File: config.mk
export PLATFORM = sky130hd
export DESIGN_NAME = irq_priority_level_fields
export DESIGN_NICKNAME = d
export VERILOG_FILES = /design/src/inc/irq_prio_pkg.sv /design/src/hdl/irq_priority_level_fields.sv /design/src/hdl/irq_level_decode.sv /design/src/hdl/irq_level_arbiter.sv
export SDC_FILE = /design/constraint.sdc
export NUM_CORES = 1
export LEC_CHECK = 0
export BUFFER_PORTS_ARGS = -buffer_cell sky130_fd_sc_hd__buf_2
export CORE_ASPECT_RATIO = 1.5
export CORE_MARGIN = 2
export CORE_UTILIZATION = 60
export DETAILED_ROUTE_END_ITERATION = 6
export PLACE_DENSITY = 0.95
export SLEW_MARGIN = 20
export SYNTH_ARGS = -nofsm -noshare
export SYNTH_HDL_FRONTEND = slang
export SYNTH_SLANG_ARGS = --single-unit
File: constraint.sdc
create_clock -name ref_clk -period 103.7 [get_ports ref_clk]
set_input_delay 5.185 -clock ref_clk [delete_from_list [all_inputs] [get_ports ref_clk]]
set_output_delay 5.185 -clock ref_clk [all_outputs]
set_load 0.02 [all_outputs]
File: src/inc/irq_prio_pkg.sv
/*
  Shared constants for the interrupt priority level field bank: register
  indices, writable masks, field placement per source and bus codes.
  Assumes a 32-bit AXI4-Lite register bus and one system clock.
*/
package irq_prio_pkg;

  localparam int NUM_SRC       = 30;
  // sources 0..2 are the debug unit ones and use the 1..3 level scale
  localparam int NUM_DEBUG_SRC = 3;

  localparam int ADDR_W = 8;
  localparam int DATA_W = 32;
  localparam int REG_W  = 16;

  // register indices; byte address is four times the index
  localparam int PRIORITY_DEBUG_UNIT_IDX      = 1;
  localparam int PRIORITY_FLASH_CLOCK_EXT_IDX = 2;
  localparam int PRIORITY_PORTS_CAN_IDX       = 3;
  localparam int PRIORITY_SERIAL_PORTS_IDX    = 4;
  localparam int PRIORITY_DECODER_SERIAL_IDX  = 5;
  localparam int REG_FIRST = PRIORITY_DEBUG_UNIT_IDX;
  localparam int REG_LAST  = PRIORITY_DECODER_SERIAL_IDX;

  localparam logic [REG_W-1:0] RESET_VALUE = 16'h0000;

  // set bits are level fields, clear bits are reserved
  localparam logic [REG_W-1:0] REG_WRITE_MASK [REG_FIRST:REG_LAST] = '{
    16'h003F, 16'hFFCF, 16'hFFFC, 16'hFC3F, 16'hFF3F};

  // register index and low bit of each source's two-bit field
  localparam int SRC_REG [NUM_SRC] = '{
    1, 1, 1,
    2, 2, 2, 2, 2, 2, 2,
    3, 3, 3, 3, 3, 3, 3,
    4, 4, 4, 4, 4, 4,
    5, 5, 5, 5, 5, 5, 5};
  localparam int SRC_LSB [NUM_SRC] = '{
    4, 2, 0,
    14, 12, 10, 8, 6, 2, 0,
    14, 12, 10, 8, 6, 4, 2,
    14, 12, 10, 4, 2, 0,
    14, 12, 10, 8, 4, 2, 0};

  localparam logic [1:0] FIELD_DISABLED = 2'h0;
  localparam logic [1:0] RESP_OKAY      = 2'h0;
  localparam logic [1:0] RESP_DECERR    = 2'h3;

  typedef logic [1:0]        field_t;
  typedef logic [4:0]        src_idx_t;
  typedef logic [ADDR_W-1:0] addr_t;
  typedef logic [DATA_W-1:0] data_t;

endpackage : irq_prio_pkg

File: src/hdl/irq_priority_level_fields.sv
/*
  Bank of two-bit interrupt priority fields behind an AXI4-Lite slave,
  with per-source decode and a level arbiter toward the core.
  Assumes source requests are levels from logic on ref_clk.
*/
// How it works
// - debug sources decode 00 off, 01 level 1, 10 level 2, 11 level 3.
// - other sources decode 00 off, 01..11 as levels 0..2; never 3.
// - every field resets to 00, so every source starts disabled.
// - reserved bits read zero and ignore writes.
// - debug unit register: rx full 5-4, tx empty 3-2, trace 1-0.
// - flash register: buffers empty 15-14, command done 13-12, error 11-10.
// - same register: lock loss 9-8, low voltage 7-6, 5-4 reserved.
// - same register: external request B 3-2, external request A 1-0.
// - ports register: port D 15-14, port E 13-12, port F 11-10.
// - CAN message 9-8, wake 7-6, error 5-4, bus-off 3-2; 1-0 reserved.
// - serial reg: periph0 rx 15-14, periph1 tx 13-12, rx 11-10; 9-6 reserved.
// - serial reg: port A 5-4, port B 3-2, port C 1-0.
// - decoder reg: index, home, async rx, rx error, reserved, idle, tx, periph0 tx.
// - each register sits at base plus its own offset.
`timescale 1ns/10ps
module irq_priority_level_fields (
  // clock and reset
  input  wire logic                                ref_clk,
  input  wire logic                                resetn,
  // write address channel
  input  wire irq_prio_pkg::addr_t                 awaddr,
  input  wire logic                                awvalid,
  output logic                                     awready,
  // write data channel
  input  wire irq_prio_pkg::data_t                 wdata,
  input  wire logic [3:0]                          wstrb,
  input  wire logic                                wvalid,
  output logic                                     wready,
  // write response channel
  output logic [1:0]                               bresp,
  output logic                                     bvalid,
  input  wire logic                                bready,
  // read address channel
  input  wire irq_prio_pkg::addr_t                 araddr,
  input  wire logic                                arvalid,
  output logic                                     arready,
  // read data channel
  output irq_prio_pkg::data_t                      rdata,
  output logic [1:0]                               rresp,
  output logic                                     rvalid,
  input  wire logic                                rready,
  // peripheral requests
  input  wire logic [irq_prio_pkg::NUM_SRC-1:0]    srcReq,
  // toward the core
  output logic [irq_prio_pkg::NUM_SRC-1:0]         srcEnabled,
  output logic                                     coreIrqValid,
  output irq_prio_pkg::field_t                     coreIrqLevel,
  output irq_prio_pkg::src_idx_t                   coreIrqSource
);
  import irq_prio_pkg::*;

  logic [REG_W-1:0]       prioQ [REG_FIRST:REG_LAST];
  logic                   awHeldQ;
  logic                   wHeldQ;
  addr_t                  awAddrQ;
  logic [REG_W-1:0]       wDataQ;
  logic [1:0]             wStrbQ;
  logic                   bvalidQ;
  logic [1:0]             brespQ;
  logic                   rvalidQ;
  data_t                  rdataQ;
  logic [1:0]             rrespQ;
  logic                   doWrite;
  logic                   wrMapped;
  logic [REG_W-1:0]       strbMask;
  logic [2*NUM_SRC-1:0]   fieldVec;
  logic [2*NUM_SRC-1:0]   levelVec;
  logic [NUM_SRC-1:0]     fieldOn;
  logic [NUM_SRC-1:0]     reqMasked;
  logic                   bestValid;
  field_t                 bestLevel;
  src_idx_t               bestSrc;
  logic [NUM_SRC-1:0]     srcEnabledQ;
  logic                   coreIrqValidQ;
  field_t                 coreIrqLevelQ;
  src_idx_t               coreIrqSourceQ;

  // word index of a byte address
  function automatic logic [5:0] regIndex(input addr_t addr);
    return addr[7:2];
  endfunction : regIndex

  // only aligned words at indices REG_FIRST..REG_LAST answer OKAY
  function automatic logic isMapped(input addr_t addr);
    logic [5:0] idx;
    idx = addr[7:2];
    return (addr[1:0] == 2'h0) && (idx >= 6'(REG_FIRST)) && (idx <= 6'(REG_LAST));
  endfunction : isMapped

  // write side: address and data are taken independently, in either order
  assign awready  = !awHeldQ && !bvalidQ;
  assign wready   = !wHeldQ && !bvalidQ;
  assign doWrite  = awHeldQ && wHeldQ;
  assign wrMapped = isMapped(awAddrQ);
  // only byte lanes 0 and 1 carry register bits; upper lanes are ignored
  assign strbMask = {{8{wStrbQ[1]}}, {8{wStrbQ[0]}}};

  always_ff @(posedge ref_clk or negedge resetn) begin
    if (!resetn) begin
      awHeldQ <= 1'b0;
      awAddrQ <= '0;
    end else if (awvalid && awready) begin
      awHeldQ <= 1'b1;
      awAddrQ <= awaddr;
    end else if (doWrite) begin
      awHeldQ <= 1'b0;
    end
  end

  always_ff @(posedge ref_clk or negedge resetn) begin
    if (!resetn) begin
      wHeldQ <= 1'b0;
      wDataQ <= '0;
      wStrbQ <= 2'h0;
    end else if (wvalid && wready) begin
      wHeldQ <= 1'b1;
      wDataQ <= wdata[REG_W-1:0];
      wStrbQ <= wstrb[1:0];
    end else if (doWrite) begin
      wHeldQ <= 1'b0;
    end
  end

  always_ff @(posedge ref_clk or negedge resetn) begin
    if (!resetn) begin
      bvalidQ <= 1'b0;
      brespQ  <= RESP_OKAY;
    end else if (doWrite) begin
      bvalidQ <= 1'b1;
      brespQ  <= wrMapped ? RESP_OKAY : RESP_DECERR;
    end else if (bready) begin
      bvalidQ <= 1'b0;
    end
  end

  assign bvalid = bvalidQ;
  assign bresp  = brespQ;

  // one process per register; reserved bits are never loaded
  for (genvar r = REG_FIRST; r <= REG_LAST; r++) begin : g_reg
    always_ff @(posedge ref_clk or negedge resetn) begin
      if (!resetn) begin
        prioQ[r] <= RESET_VALUE;
      end else if (doWrite && wrMapped && regIndex(awAddrQ) == 6'(r)) begin
        prioQ[r] <= (prioQ[r] & ~(REG_WRITE_MASK[r] & strbMask))
                  | (wDataQ & REG_WRITE_MASK[r] & strbMask);
      end
    end
  end

  // read side: one read at a time, answered the cycle after it is taken
  assign arready = !rvalidQ;

  always_ff @(posedge ref_clk or negedge resetn) begin
    if (!resetn) begin
      rvalidQ <= 1'b0;
      rdataQ  <= '0;
      rrespQ  <= RESP_OKAY;
    end else if (arvalid && arready) begin
      rvalidQ <= 1'b1;
      if (isMapped(araddr)) begin
        // upper half and reserved bits read zero
        rdataQ <= {16'h0000,
                   prioQ[regIndex(araddr)] & REG_WRITE_MASK[regIndex(araddr)]};
        rrespQ <= RESP_OKAY;
      end else begin
        rdataQ <= '0;
        rrespQ <= RESP_DECERR;
      end
    end else if (rready) begin
      rvalidQ <= 1'b0;
    end
  end

  assign rvalid = rvalidQ;
  assign rdata  = rdataQ;
  assign rresp  = rrespQ;

  // field placement and decode, one per source
  for (genvar s = 0; s < NUM_SRC; s++) begin : g_src
    assign fieldVec[2*s +: 2] = prioQ[SRC_REG[s]][SRC_LSB[s] +: 2];

    irq_level_decode u_decode (
      .debugScale (s < NUM_DEBUG_SRC),
      .field      (fieldVec[2*s +: 2]),
      .enabled    (fieldOn[s]),
      .level      (levelVec[2*s +: 2])
    );
  end

  // a disabled field gates the request off before arbitration
  assign reqMasked = srcReq & fieldOn;

  irq_level_arbiter u_arbiter (
    .reqVec    (reqMasked),
    .levelVec  (levelVec),
    .bestValid (bestValid),
    .bestLevel (bestLevel),
    .bestSrc   (bestSrc)
  );

  // registered toward the core to keep the decode path off its inputs
  always_ff @(posedge ref_clk or negedge resetn) begin
    if (!resetn) begin
      srcEnabledQ    <= '0;
      coreIrqValidQ  <= 1'b0;
      coreIrqLevelQ  <= 2'h0;
      coreIrqSourceQ <= 5'h00;
    end else begin
      srcEnabledQ    <= fieldOn;
      coreIrqValidQ  <= bestValid;
      coreIrqLevelQ  <= bestLevel;
      coreIrqSourceQ <= bestSrc;
    end
  end

  assign srcEnabled    = srcEnabledQ;
  assign coreIrqValid  = coreIrqValidQ;
  assign coreIrqLevel  = coreIrqLevelQ;
  assign coreIrqSource = coreIrqSourceQ;

  // checks

  field_t selField;
  logic   reservedSet;

  assign selField = fieldVec[2*bestSrc +: 2];

  always_comb begin
    reservedSet = 1'b0;
    for (int r = REG_FIRST; r <= REG_LAST; r++) begin
      reservedSet = reservedSet | (|(prioQ[r] & ~REG_WRITE_MASK[r]));
    end
  end
endmodule : irq_priority_level_fields

File: src/hdl/irq_level_decode.sv
/*
  Decodes one two-bit priority field into an enable and a core level.
  Assumes the field comes straight from a register on the same clock.
*/
`timescale 1ns/10ps
module irq_level_decode (
  // field and scale select
  input  wire logic                 debugScale,
  input  wire irq_prio_pkg::field_t field,
  // decoded result
  output logic                      enabled,
  output irq_prio_pkg::field_t      level
);
  import irq_prio_pkg::*;

  assign enabled = (field != FIELD_DISABLED);
  // debug scale: 01..11 map to 1..3; others map to 0..2, so 3 is unreachable
  assign level = debugScale ? field : field_t'(field - 2'h1);

endmodule : irq_level_decode

File: src/hdl/irq_level_arbiter.sv
/*
  Picks the highest level among the enabled requests; ties go to the
  lowest source index. Purely combinational; the caller registers it.
*/
`timescale 1ns/10ps
module irq_level_arbiter (
  // masked requests and their levels
  input  wire logic [irq_prio_pkg::NUM_SRC-1:0]   reqVec,
  input  wire logic [2*irq_prio_pkg::NUM_SRC-1:0] levelVec,
  // winner
  output logic                                    bestValid,
  output irq_prio_pkg::field_t                    bestLevel,
  output irq_prio_pkg::src_idx_t                  bestSrc
);
  import irq_prio_pkg::*;

  always_comb begin
    bestValid = 1'b0;
    bestLevel = 2'h0;
    bestSrc   = 5'h00;
    for (int i = 0; i < NUM_SRC; i++) begin
      if (reqVec[i] && (!bestValid || levelVec[2*i +: 2] > bestLevel)) begin
        bestValid = 1'b1;
        bestLevel = levelVec[2*i +: 2];
        bestSrc   = src_idx_t'(i);
      end
    end
  end

endmodule : irq_level_arbiter

==> qor.csv, run 1 <==
metric,value,unit
cpPeakStageDelay,0.62,ns
grt_first_pass_wirelength,42600,µm
hold_viol,0,
initial_core_util,61.3,%
tns,0,ns
synthFlopType,dfrtp_1,
layout-drive-gt1-share,22.5,%
finalWeightedCongestion,0.921,
startpoint_type,primary input,
insertion_delay,0.43,ns
min_path_type,reg2reg,
area_growth,14.6,%
viasPerCell,6.28,
ff2ff_path_depth,183,
antennaDiodeCount,0,
async_reset_ff_share,100,%
port_buffers,133,
die_height,156,µm
timing.hold.ws,0.476,ns
drtPass1Iterations,6,
dp_hpwl,19500,µm
die_w,106,µm
rsz0062_at_grt,no,
synth_cells,1023,
clkPwrFrac,24.3,%
drc,0,
period_share,43.8,%
crit_fanout,11,
synth.area.top_cells,"dfrtp_1, ha_1, nand2_1",
pin_count,168,
vias,8552,
combPwrFrac,45.4,%
clk_pin_slew_worst_paths,0.06,ns
num_rows,55,
cts_setup_buffers,0,
drv_slew,0,
drv_cap,0,
ant_nets,0,
min_path_cells,2,
vdd_ir_drop_max,0.0201,mV
numCtsBuffers,17,
drt_first_iter_violations,727,
htreeDepth,4,
synth.cell_area,0.00928,mm²
cp.arrival,45.72,ns
leakagePower,5.49,nW
place_area,0.0100,mm²
setup_viol,0,
seqPwrFrac,30.3,%
coreArea,0.0151,mm²
synth_edf_count,0,
critical_path_required,103.99,ns
tightest_slew,1.12,ns
antenna_found_initial,0,
p_sw,105,µW
grt_pass1_vias,8555,
synth_top_area_cell,dfrtp_1,
ys_ff_latch,146,
crit_cells,184,
powerDensity,24.4,mW/mm²
worstSetupPathType,in2reg,
nNetsFinal,1303,
synth.top_cell.area_share,39.4,%
finalClockSkew,0.00876,ns
use_met1,34.8,%
hold_buffers,0,
yosys_warnings,0,
cp_slowest_cell,a2111oi_0,
cts_resized,0,
yosysUniqueCellTypes,83,
crit_path_end_kind,flip-flop,
routed_wl,27100,µm
grt_max_degree,85,
cp_common_cell,ha_1,
grt_util_all_layers,33.4,%
tritoncts,built,
synth-seq-area-share,39.4,%
timing.fmax,0.0220,GHz
crit_family,compound AO/OA/AOI/OAI gates,
fill_cells,1073,
syn_area_per_cell,9.07,µm²
grt_overflow,0,
top_usage_layer,met2,
slew_headroom,25.4,%
clock-sinks,146,
root_buffer,clkbuf_16,
status,"finished, final reports clean",
design_area,0.0106,mm²
p_sw_share,40.3,%
crit_buf_inv,4,
use_met3,6.66,%
period_needed,45.43,ns
wire_per_inst,19.9,µm
clockBufferDepth,2,
intPower,155,µW
grtUsageMet2,58.1,%
dieArea,0.0165,mm²
==> cell families after synthesis <==
family                   Yosys count  synth area share, %
AO/OA/AOI/OAI                    267                 20.1
adder cells (fa/ha/maj)           67                 8.96
buffers and inverters            146                 6.75
flip-flops                       146                 39.4
multiplexers                      61                 7.08
other                              1               0.0404
AND/OR/NAND/NOR                  335                 17.7
==> through the flow <==
stage / worst slack, ns / utilization (%) / power [mW] / std cells
6_report: 58.27 / 70.2 / 0.259 / 1361
5_1_grt: 55.94 / 70.2 / 0.276 / 1361
4_1_cts: 59.13 / 70.2 / 0.257 / 1361
3_5_place_dp: 59.29 / 66.3 / 0.192 / 1330
3_3_place_gp: 59.92 / 66.3 / 0.188 / 1330
2_1_floorplan: 64.08 / - / 0.161 / 1038
==> worst register-to-register path: cells and delay by family, from the launching register on <==
family                     cells  cell delay (ns)
DFF                            1             0.46
adders and majority gates     32             9.04
muxes                          6             1.88
and+or+nand+nor               57            10.96
AOI/OAI and AO/OA             85            18.30
buffers and inverters          3             0.23
==> cells in the mapped netlist (10+ instances only) <==
| library cell | number |
|---|---|
| nand2_1 | 144 |
| dfrtp_1 | 146 |
| nor2b_1 | 17 |
| or2_2 | 21 |
| mux2i_1 | 24 |
| a21oi_1 | 25 |
| mux2_2 | 37 |
| nand3_1 | 12 |
| or3_1 | 10 |
| o21a_1 | 10 |
| o22ai_1 | 10 |
| nor3_1 | 11 |
| nand2b_1 | 19 |
| clkbuf_1 | 18 |
| o22a_1 | 11 |
| inv_1 | 105 |
| buf_4 | 19 |
| nor2_1 | 63 |
| ha_1 | 64 |
| o21ai_0 | 104 |
==> final timing paths <==
| check | startpoint | end | slack [ns] |
|---|---|---|---|
| setup / recovery | srcReq[0] | coreIrqSource[3] | 58.27 |
| max in group asynchronous | resetn | wDataQ[0] | 97.57 |
| hold / removal | rdata[2] | rdata[2] | 0.48 |
| setup reg to reg | flip-flop | coreIrqSource[3] | 62.65 |
| hold reg to reg | rdata[2] | rdata[2] | 0.48 |
| min in group asynchronous | resetn | srcEnabled[24] | 4.81 |
==> layout by cell type (no fill, tap or decap), types with 24 or more instances in the layout <==
cell type / Yosys / routed
nand2_1: 144 / 144
o21ai_0: 104 / 104
mux2i_1: 24 / 24
nor2_1: 63 / 63
dfrtp_1: 146 / 146
ha_1: 64 / 64
inv_1: 105 / 105
mux2_2: 37 / 37
buf_2: 0 / 132
a21oi_1: 25 / 25
==> area by class of cell <==
class                   instances  area (µm²)  share of cell area [%]
flip-flops and latches        146        3650                    34.4
multi-input cells             746        5060                    47.6
clock inverters                12         148                    1.39
repair buffers                134         679                    6.39
well taps                     199         249                    2.34
clock buffers                  19         453                    4.26
inverters                     105         394                    3.71
==> power groups by stage <==
stage / Combinational [mW] / Sequential [mW] / Clock [mW]
2_1_floorplan: 0.0836 / 0.0777 / 0
3_3_place_gp: 0.109 / 0.0781 / 0
3_5_place_dp: 0.113 / 0.0788 / 0
4_1_cts: 0.116 / 0.0780 / 0.0632
5_1_grt: 0.130 / 0.0794 / 0.0660
6_report: 0.118 / 0.0787 / 0.0630
==> metal layers <==
layer,share of wire (%),routed length (µm),vias up
met5,0,0,-
met4,8.7,2350,0
met3,7.3,1990,174
met2,50,13700,530
met1,34,9070,4042
li1,-,-,3806
(Power assumes the default switching activity.)
==> inputs of run 2 (changes only) <==
--- a/config.mk
+++ b/config.mk
@@ -8,9 +8,9 @@
 export BUFFER_PORTS_ARGS = -buffer_cell sky130_fd_sc_hd__buf_2
 export CORE_ASPECT_RATIO = 1.5
 export CORE_MARGIN = 2
-export CORE_UTILIZATION = 60
+export CORE_UTILIZATION = 57
 export DETAILED_ROUTE_END_ITERATION = 6
-export PLACE_DENSITY = 0.95
+export PLACE_DENSITY = 0.93
 export SLEW_MARGIN = 20
 export SYNTH_ARGS = -nofsm -noshare
 export SYNTH_HDL_FRONTEND = slang
==> constraint.sdc (replaced) <==
create_clock -name ref_clk -period 42.3 [get_ports ref_clk]
set_input_delay 2.115 -clock ref_clk [delete_from_list [all_inputs] [get_ports ref_clk]]
set_output_delay 2.115 -clock ref_clk [all_outputs]
set_load 0.02 [all_outputs]
==> run 2 against run 1 <==
  * Die area increased by 5.1%
  * Sequential power grew 150%
  * Sequential share of layout area is 0.61 points lower
  * Non-clock buffer count is 6 higher
  * First-iteration DRC count fell by 6.3%
  * Largest power group unchanged
==> qor.csv, run 2 (synthesized netlist as in run 1, its figures left out) <==
metric,value,unit,change
hold_buffers,0,,unchanged
antennaDiodeCount,0,,unchanged
die_height,160,µm,+2.5%
viasPerCell,6.20,,-1.3%
clock-sinks,146,,unchanged
startpoint_type,primary input,,
layout_common_cells,"dfrtp_1, nand2_1, buf_2, inv_1, o21ai_0",,
p_sw_share,41.9,%,+1.6 points
intPower,371,µW,+140%
setup_slack,2.03,ns,-56.24 ns
design_area,0.0108,mm²,+1.8%
status,"finished, final reports clean",,
cp.arrival,40.56,ns,-5.16 ns
port_buffers,133,,unchanged
tritoncts,built,,
num_rows,57,,+3.6%
cpPeakStageDelay,0.50,ns,-0.12 ns
fin_util,67.5,%,-2.8 points
r2r_end,coreIrqSource[4],,
stdcell_count,1375,,+1.0%
antenna_found_initial,0,,unchanged
ant_nets,0,,unchanged
seqPwrFrac,30.3,%,about the same
area_growth,16.6,%,
timing.hold.ws,0.481,ns,+0.00493 ns
root_buffer,clkbuf_16,,
period_share,95.2,%,
cp_common_cell,ha_1,,
r2r_slack,3.36,ns,-59.29 ns
layout-drive-gt1-share,24.9,%,+2.3 points
dieArea,0.0173,mm²,+5.1%
min_path_type,reg2reg,,
dpl_worst_slack,0.673,ns,-58.62 ns
combPwrFrac,46.7,%,+1.3 points
place_area,0.0100,mm²,about the same
finalClockSkew,0.0104,ns,+0.00167 ns
p_sw,268,µW,+160%
worstSetupPathType,in2reg,,
drc,0,,unchanged
fill_cells,1192,,+11%
slew_headroom,31.3,%,+5.9 points
dp.cells,1337,,+0.53%
startpoint,srcReq[0],,
ff2ff_path_depth,183,,unchanged
wire_per_inst,19.6,µm,-1.2%
tns,0,ns,unchanged
drv_slew,0,,unchanged
drt_first_iter_violations,681,,-6.3%
final_common_cell,dfrtp_1,,
routed_wl,27000,µm,-0.17%
coreArea,0.0160,mm²,+6.0%
clk_pin_slew_worst_paths,0.07,ns,about the same
clockBufferDepth,2,,unchanged
grt_pass1_vias,8717,,+1.9%
finalWeightedCongestion,0.937,,+1.7%
drtPass1Iterations,6,,unchanged
die_w,108,µm,+2.5%
numCtsBuffers,17,,unchanged
pin_count,168,,unchanged
htreeDepth,4,,unchanged
vdd_ir_drop_max,0.0536,mV,+170%
drv_cap,0,,unchanged
endpoint,coreIrqSource[4],,
tightest_slew,1.03,ns,-0.0880 ns
grt_overflow,0,,unchanged
grt_util_all_layers,31.6,%,-1.8 points
nNetsFinal,1309,,+0.46%
grt_first_pass_wirelength,42300,µm,-0.74%
leakagePower,5.53,nW,+0.75%
crit_path_end_kind,flip-flop,,
initial_core_util,57.8,%,-3.5 points
powerDensity,59.0,mW/mm²,+140%
vias,8529,,-0.27%
clkPwrFrac,22.9,%,-1.4 points
insertion_delay,0.43,ns,about the same
total_power,638,µW,+150%
hold_viol,0,,unchanged
dp_hpwl,19400,µm,-0.48%
period_needed,40.27,ns,
cp_slowest_cell,o41ai_4,,
crit_fanout,11,,unchanged
timing.fmax,0.0248,GHz,
critical_path_required,42.59,ns,-61.40 ns
grt_max_degree,76,,-11%
setup_viol,0,,unchanged
-- run 2: how the worst min path moves through the flow --
stage	from	end	slack, ns	cells past startpoint
after detailed placement	rdata[9]	rdata[9]	0.46	2
after global routing	rdata[12]	rdata[12]	0.51	2
final	rdata[9]	rdata[9]	0.48	2
after global placement	rdata[9]	rdata[9]	0.45	2
after floorplan	wDataQ[6]	flip-flop	0.47	2
after CTS	rdata[9]	rdata[9]	0.47	2
-- run 2: repair_timing --
action                     in CTS  in global routing
resized for setup               0                 35
setup endpoints to repair       0                  7
setup buffers                   0                  6
-- run 2: final cells by class --
type / count / area (µm²) / area share, %
multi-input combinational: 746 / 5230 / 48.3
inverter: 105 / 394 / 3.64
clock inverter: 15 / 143 / 1.32
tap: 206 / 258 / 2.38
sequential: 146 / 3650 / 33.7
clock buffer: 17 / 425 / 3.93
timing repair buffer: 140 / 724 / 6.69
-- run 2: worst max-delay path: cells and delay by family --
kind,cells,cell delay (ns)
and+or+nand+nor,55,10.11
buffers and inverters,5,0.43
AOI/OAI and AO/OA,86,17.13
adders and majority gates,32,8.93
muxes,6,1.81
-- run 2: power by group through the flow --
stage,Sequential (mW),Clock (mW),Combinational [mW]
4_1_cts,0.192,0.146,0.282
3_3_place_gp,0.193,0,0.267
5_1_grt,0.195,0.153,0.326
3_5_place_dp,0.194,0,0.277
6_report,0.194,0.146,0.298
2_1_floorplan,0.190,0,0.205
-- run 2: metal layers --
metal	global-route usage (%)	up-vias	part of all wire, %
li1	-	3827	-
met1	32.9	4031	34
met2	56.0	514	51
met3	5.32	157	7.0
met4	22.9	0	8.1
met5	0	-	0
==> inputs of run 3 (changes only) <==
--- a/config.mk
+++ b/config.mk
@@ -6,11 +6,11 @@
 export NUM_CORES = 1
 export LEC_CHECK = 0
 export BUFFER_PORTS_ARGS = -buffer_cell sky130_fd_sc_hd__buf_2
-export CORE_ASPECT_RATIO = 1.5
+export CORE_ASPECT_RATIO = 0.75
 export CORE_MARGIN = 2
-export CORE_UTILIZATION = 57
+export CORE_UTILIZATION = 60
 export DETAILED_ROUTE_END_ITERATION = 6
-export PLACE_DENSITY = 0.93
+export PLACE_DENSITY = 0.95
 export SLEW_MARGIN = 20
 export SYNTH_ARGS = -nofsm -noshare
 export SYNTH_HDL_FRONTEND = slang
==> constraint.sdc (replaced) <==
create_clock -name ref_clk -period 48.3 [get_ports ref_clk]
set_input_delay 2.415 -clock ref_clk [delete_from_list [all_inputs] [get_ports ref_clk]]
set_output_delay 2.415 -clock ref_clk [all_outputs]
set_load 0.02 [all_outputs]
==> run 3 against run 2 <==
  * Worst hold slack got worse by 0.015 ns
  * Flip-flop and latch count is the same
  * Clock-buffer cell count increased by 2
==> qor.csv, run 3 (synthesized netlist as in run 1, its figures left out) <==
metric,value,unit,change
crit_path_end_kind,flip-flop,,
drv_cap,0,,unchanged
timing.fmax,0.0233,GHz,
insertion_delay,0.43,ns,about the same
tightest_slew,1.01,ns,-0.0214 ns
htreeDepth,4,,unchanged
r2r_end,coreIrqSource[4],,
vdd_ir_drop_max,0.0323,mV,-40%
startpoint_type,primary input,,
leakagePower,5.47,nW,-0.98%
die_w,148,µm,+36%
drv_slew,0,,unchanged
place_area,0.0100,mm²,about the same
grt_first_pass_wirelength,41300,µm,-2.3%
dp_hpwl,19500,µm,+0.59%
ant_nets,0,,unchanged
hold_end,rdata[9],,
clk_pin_slew_worst_paths,0.06,ns,about the same
antennaDiodeCount,0,,unchanged
finalClockSkew,0.00818,ns,-0.00224 ns
crit_fanout,11,,unchanged
period_needed,42.83,ns,
antenna_found_initial,0,,unchanged
worstSetupPathType,in2reg,,
port_buffers,133,,unchanged
cp.arrival,43.12,ns,+2.56 ns
min-delay-start,rdata[9],,
fin_util,70.1,%,+2.7 points
root_buffer,clkbuf_16,,
cts_setup_buffers,0,,unchanged
setup_viol,0,,unchanged
vias,8342,,-2.2%
clock-sinks,146,,unchanged
grt_pass1_vias,8202,,-5.9%
grt_overflow,0,,unchanged
grt_util_all_layers,32.3,%,+0.74 points
layout-drive-gt1-share,22.5,%,-2.4 points
period_share,88.7,%,
rsz0062_at_grt,no,,
die_height,112,µm,-30%
cpPeakStageDelay,0.76,ns,+0.26 ns
design_area,0.0106,mm²,-1.7%
drt_first_iter_violations,1063,,+56%
viasPerCell,6.10,,-1.7%
r2r_slack,7.07,ns,+3.71 ns
routed_wl,26000,µm,-3.7%
ff2ff_path_depth,183,,unchanged
status,"finished, final reports clean",,
slew_headroom,32.7,%,+1.4 points
tritoncts,built,,
area_growth,14.7,%,
pin_count,168,,unchanged
hold_buffers,0,,unchanged
final_common_cell,dfrtp_1,,
cts_resized,0,,unchanged
wire_per_inst,19.0,µm,-3.2%
hold_viol,0,,unchanged
nNetsFinal,1303,,-0.46%
cp_slowest_cell,a2111oi_0,,
drc,0,,unchanged
powerDensity,52.2,mW/mm²,-11%
dieArea,0.0165,mm²,-4.9%
drtPass1Iterations,7,,+1
critical_path_required,48.60,ns,+6.01 ns
grt_max_degree,77,,+1.3%
min_path_type,reg2reg,,
numCtsBuffers,17,,unchanged
clockBufferDepth,2,,unchanged
min_path_cells,2,,unchanged
initial_core_util,61.2,%,+3.3 points
finalWeightedCongestion,0.990,,+5.7%
layout_common_cells,"dfrtp_1, nand2_1, buf_2, inv_1, o21ai_0",,
cp_common_cell,ha_1,,
coreArea,0.0152,mm²,-5.4%
fill_cells,1102,,-7.6%
tns,0,ns,unchanged
num_rows,39,,-32%
## run 3: cell count changes in the layout (fill, tap and decap cells not counted), moves of 3 or more
cell | previous run | this run
a21oi_1 | 22 | 25
a21oi_4 | 5 | 2
buf_4 | 7 | 1
bufinv_16 | 0 | 3
clkinvlp_4 | 2 | 5
inv_6 | 4 | 1
inv_8 | 4 | 0
## run 3: report_power, final
| group | internal [mW] | leakage [nW] | switching [mW] | total (mW) |
|---|---|---|---|---|
| clock network | 0.0824 | 0.281 | 0.0529 | 0.135 |
| logic | 0.108 | 3.23 | 0.144 | 0.252 |
| registers | 0.144 | 1.96 | 0.0240 | 0.168 |
## run 3: per-layer routing
| metal | share of wire, % | track usage (%) | vias to the layer above |
|---|---|---|---|
| met5 | 0 | 0 | - |
| met4 | 3.8 | 14.4 | 0 |
| met3 | 12 | 10.1 | 89 |
| met2 | 43 | 47.9 | 550 |
| met1 | 41 | 43.8 | 3904 |
| li1 | - | - | 3799 |
## run 3: area by class of cell
type / instances / area, µm² / share of cell area, %
multi-input combinational: 746 / 5060 / 47.5
sequential: 146 / 3650 / 34.3
timing repair buffer: 134 / 679 / 6.38
clock buffer: 19 / 443 / 4.16
inverter: 105 / 394 / 3.70
tap: 205 / 256 / 2.41
clock inverter: 13 / 160 / 1.50
## run 3: worst max path at each step
| stage | cells past startpoint | slack [ns] | end | start |
|---|---|---|---|---|
| 3_5_place_dp | 185 | 6.89 | coreIrqSource[4] | srcReq[0] |
| 6_report | 184 | 5.47 | coreIrqSource[4] | srcReq[0] |
| 4_1_cts | 183 | 6.69 | coreIrqSource[4] | srcReq[0] |
| 5_1_grt | 184 | 3.33 | coreIrqSource[4] | srcReq[0] |
| 2_1_floorplan | 183 | 11.45 | coreIrqSource[4] | srcReq[0] |
| 3_3_place_gp | 184 | 8.10 | coreIrqSource[4] | srcReq[0] |
## run 3: metrics by stage
stage | power [mW] | instances | setup slack, ns | hold slack [ns]
6_report | 0.556 | 1368 | 5.47 | 0.466
4_1_cts | 0.549 | 1368 | 6.69 | 0.468
3_5_place_dp | 0.411 | 1336 | 6.89 | 0.454
5_1_grt | 0.591 | 1368 | 3.33 | 0.496
3_3_place_gp | 0.399 | 1336 | 8.10 | 0.444
2_1_floorplan | 0.346 | 1038 | 11.45 | 0.467
## run 3: critical path, delay by kind of cell
kind | cells | cell delay, ns
multiplexers | 6 | 1.90
adder cells (fa/ha/maj) | 32 | 9.07
buffers and inverters | 5 | 0.46
AND/OR/NAND/NOR | 55 | 10.50
AO/OA/AOI/OAI | 86 | 18.83
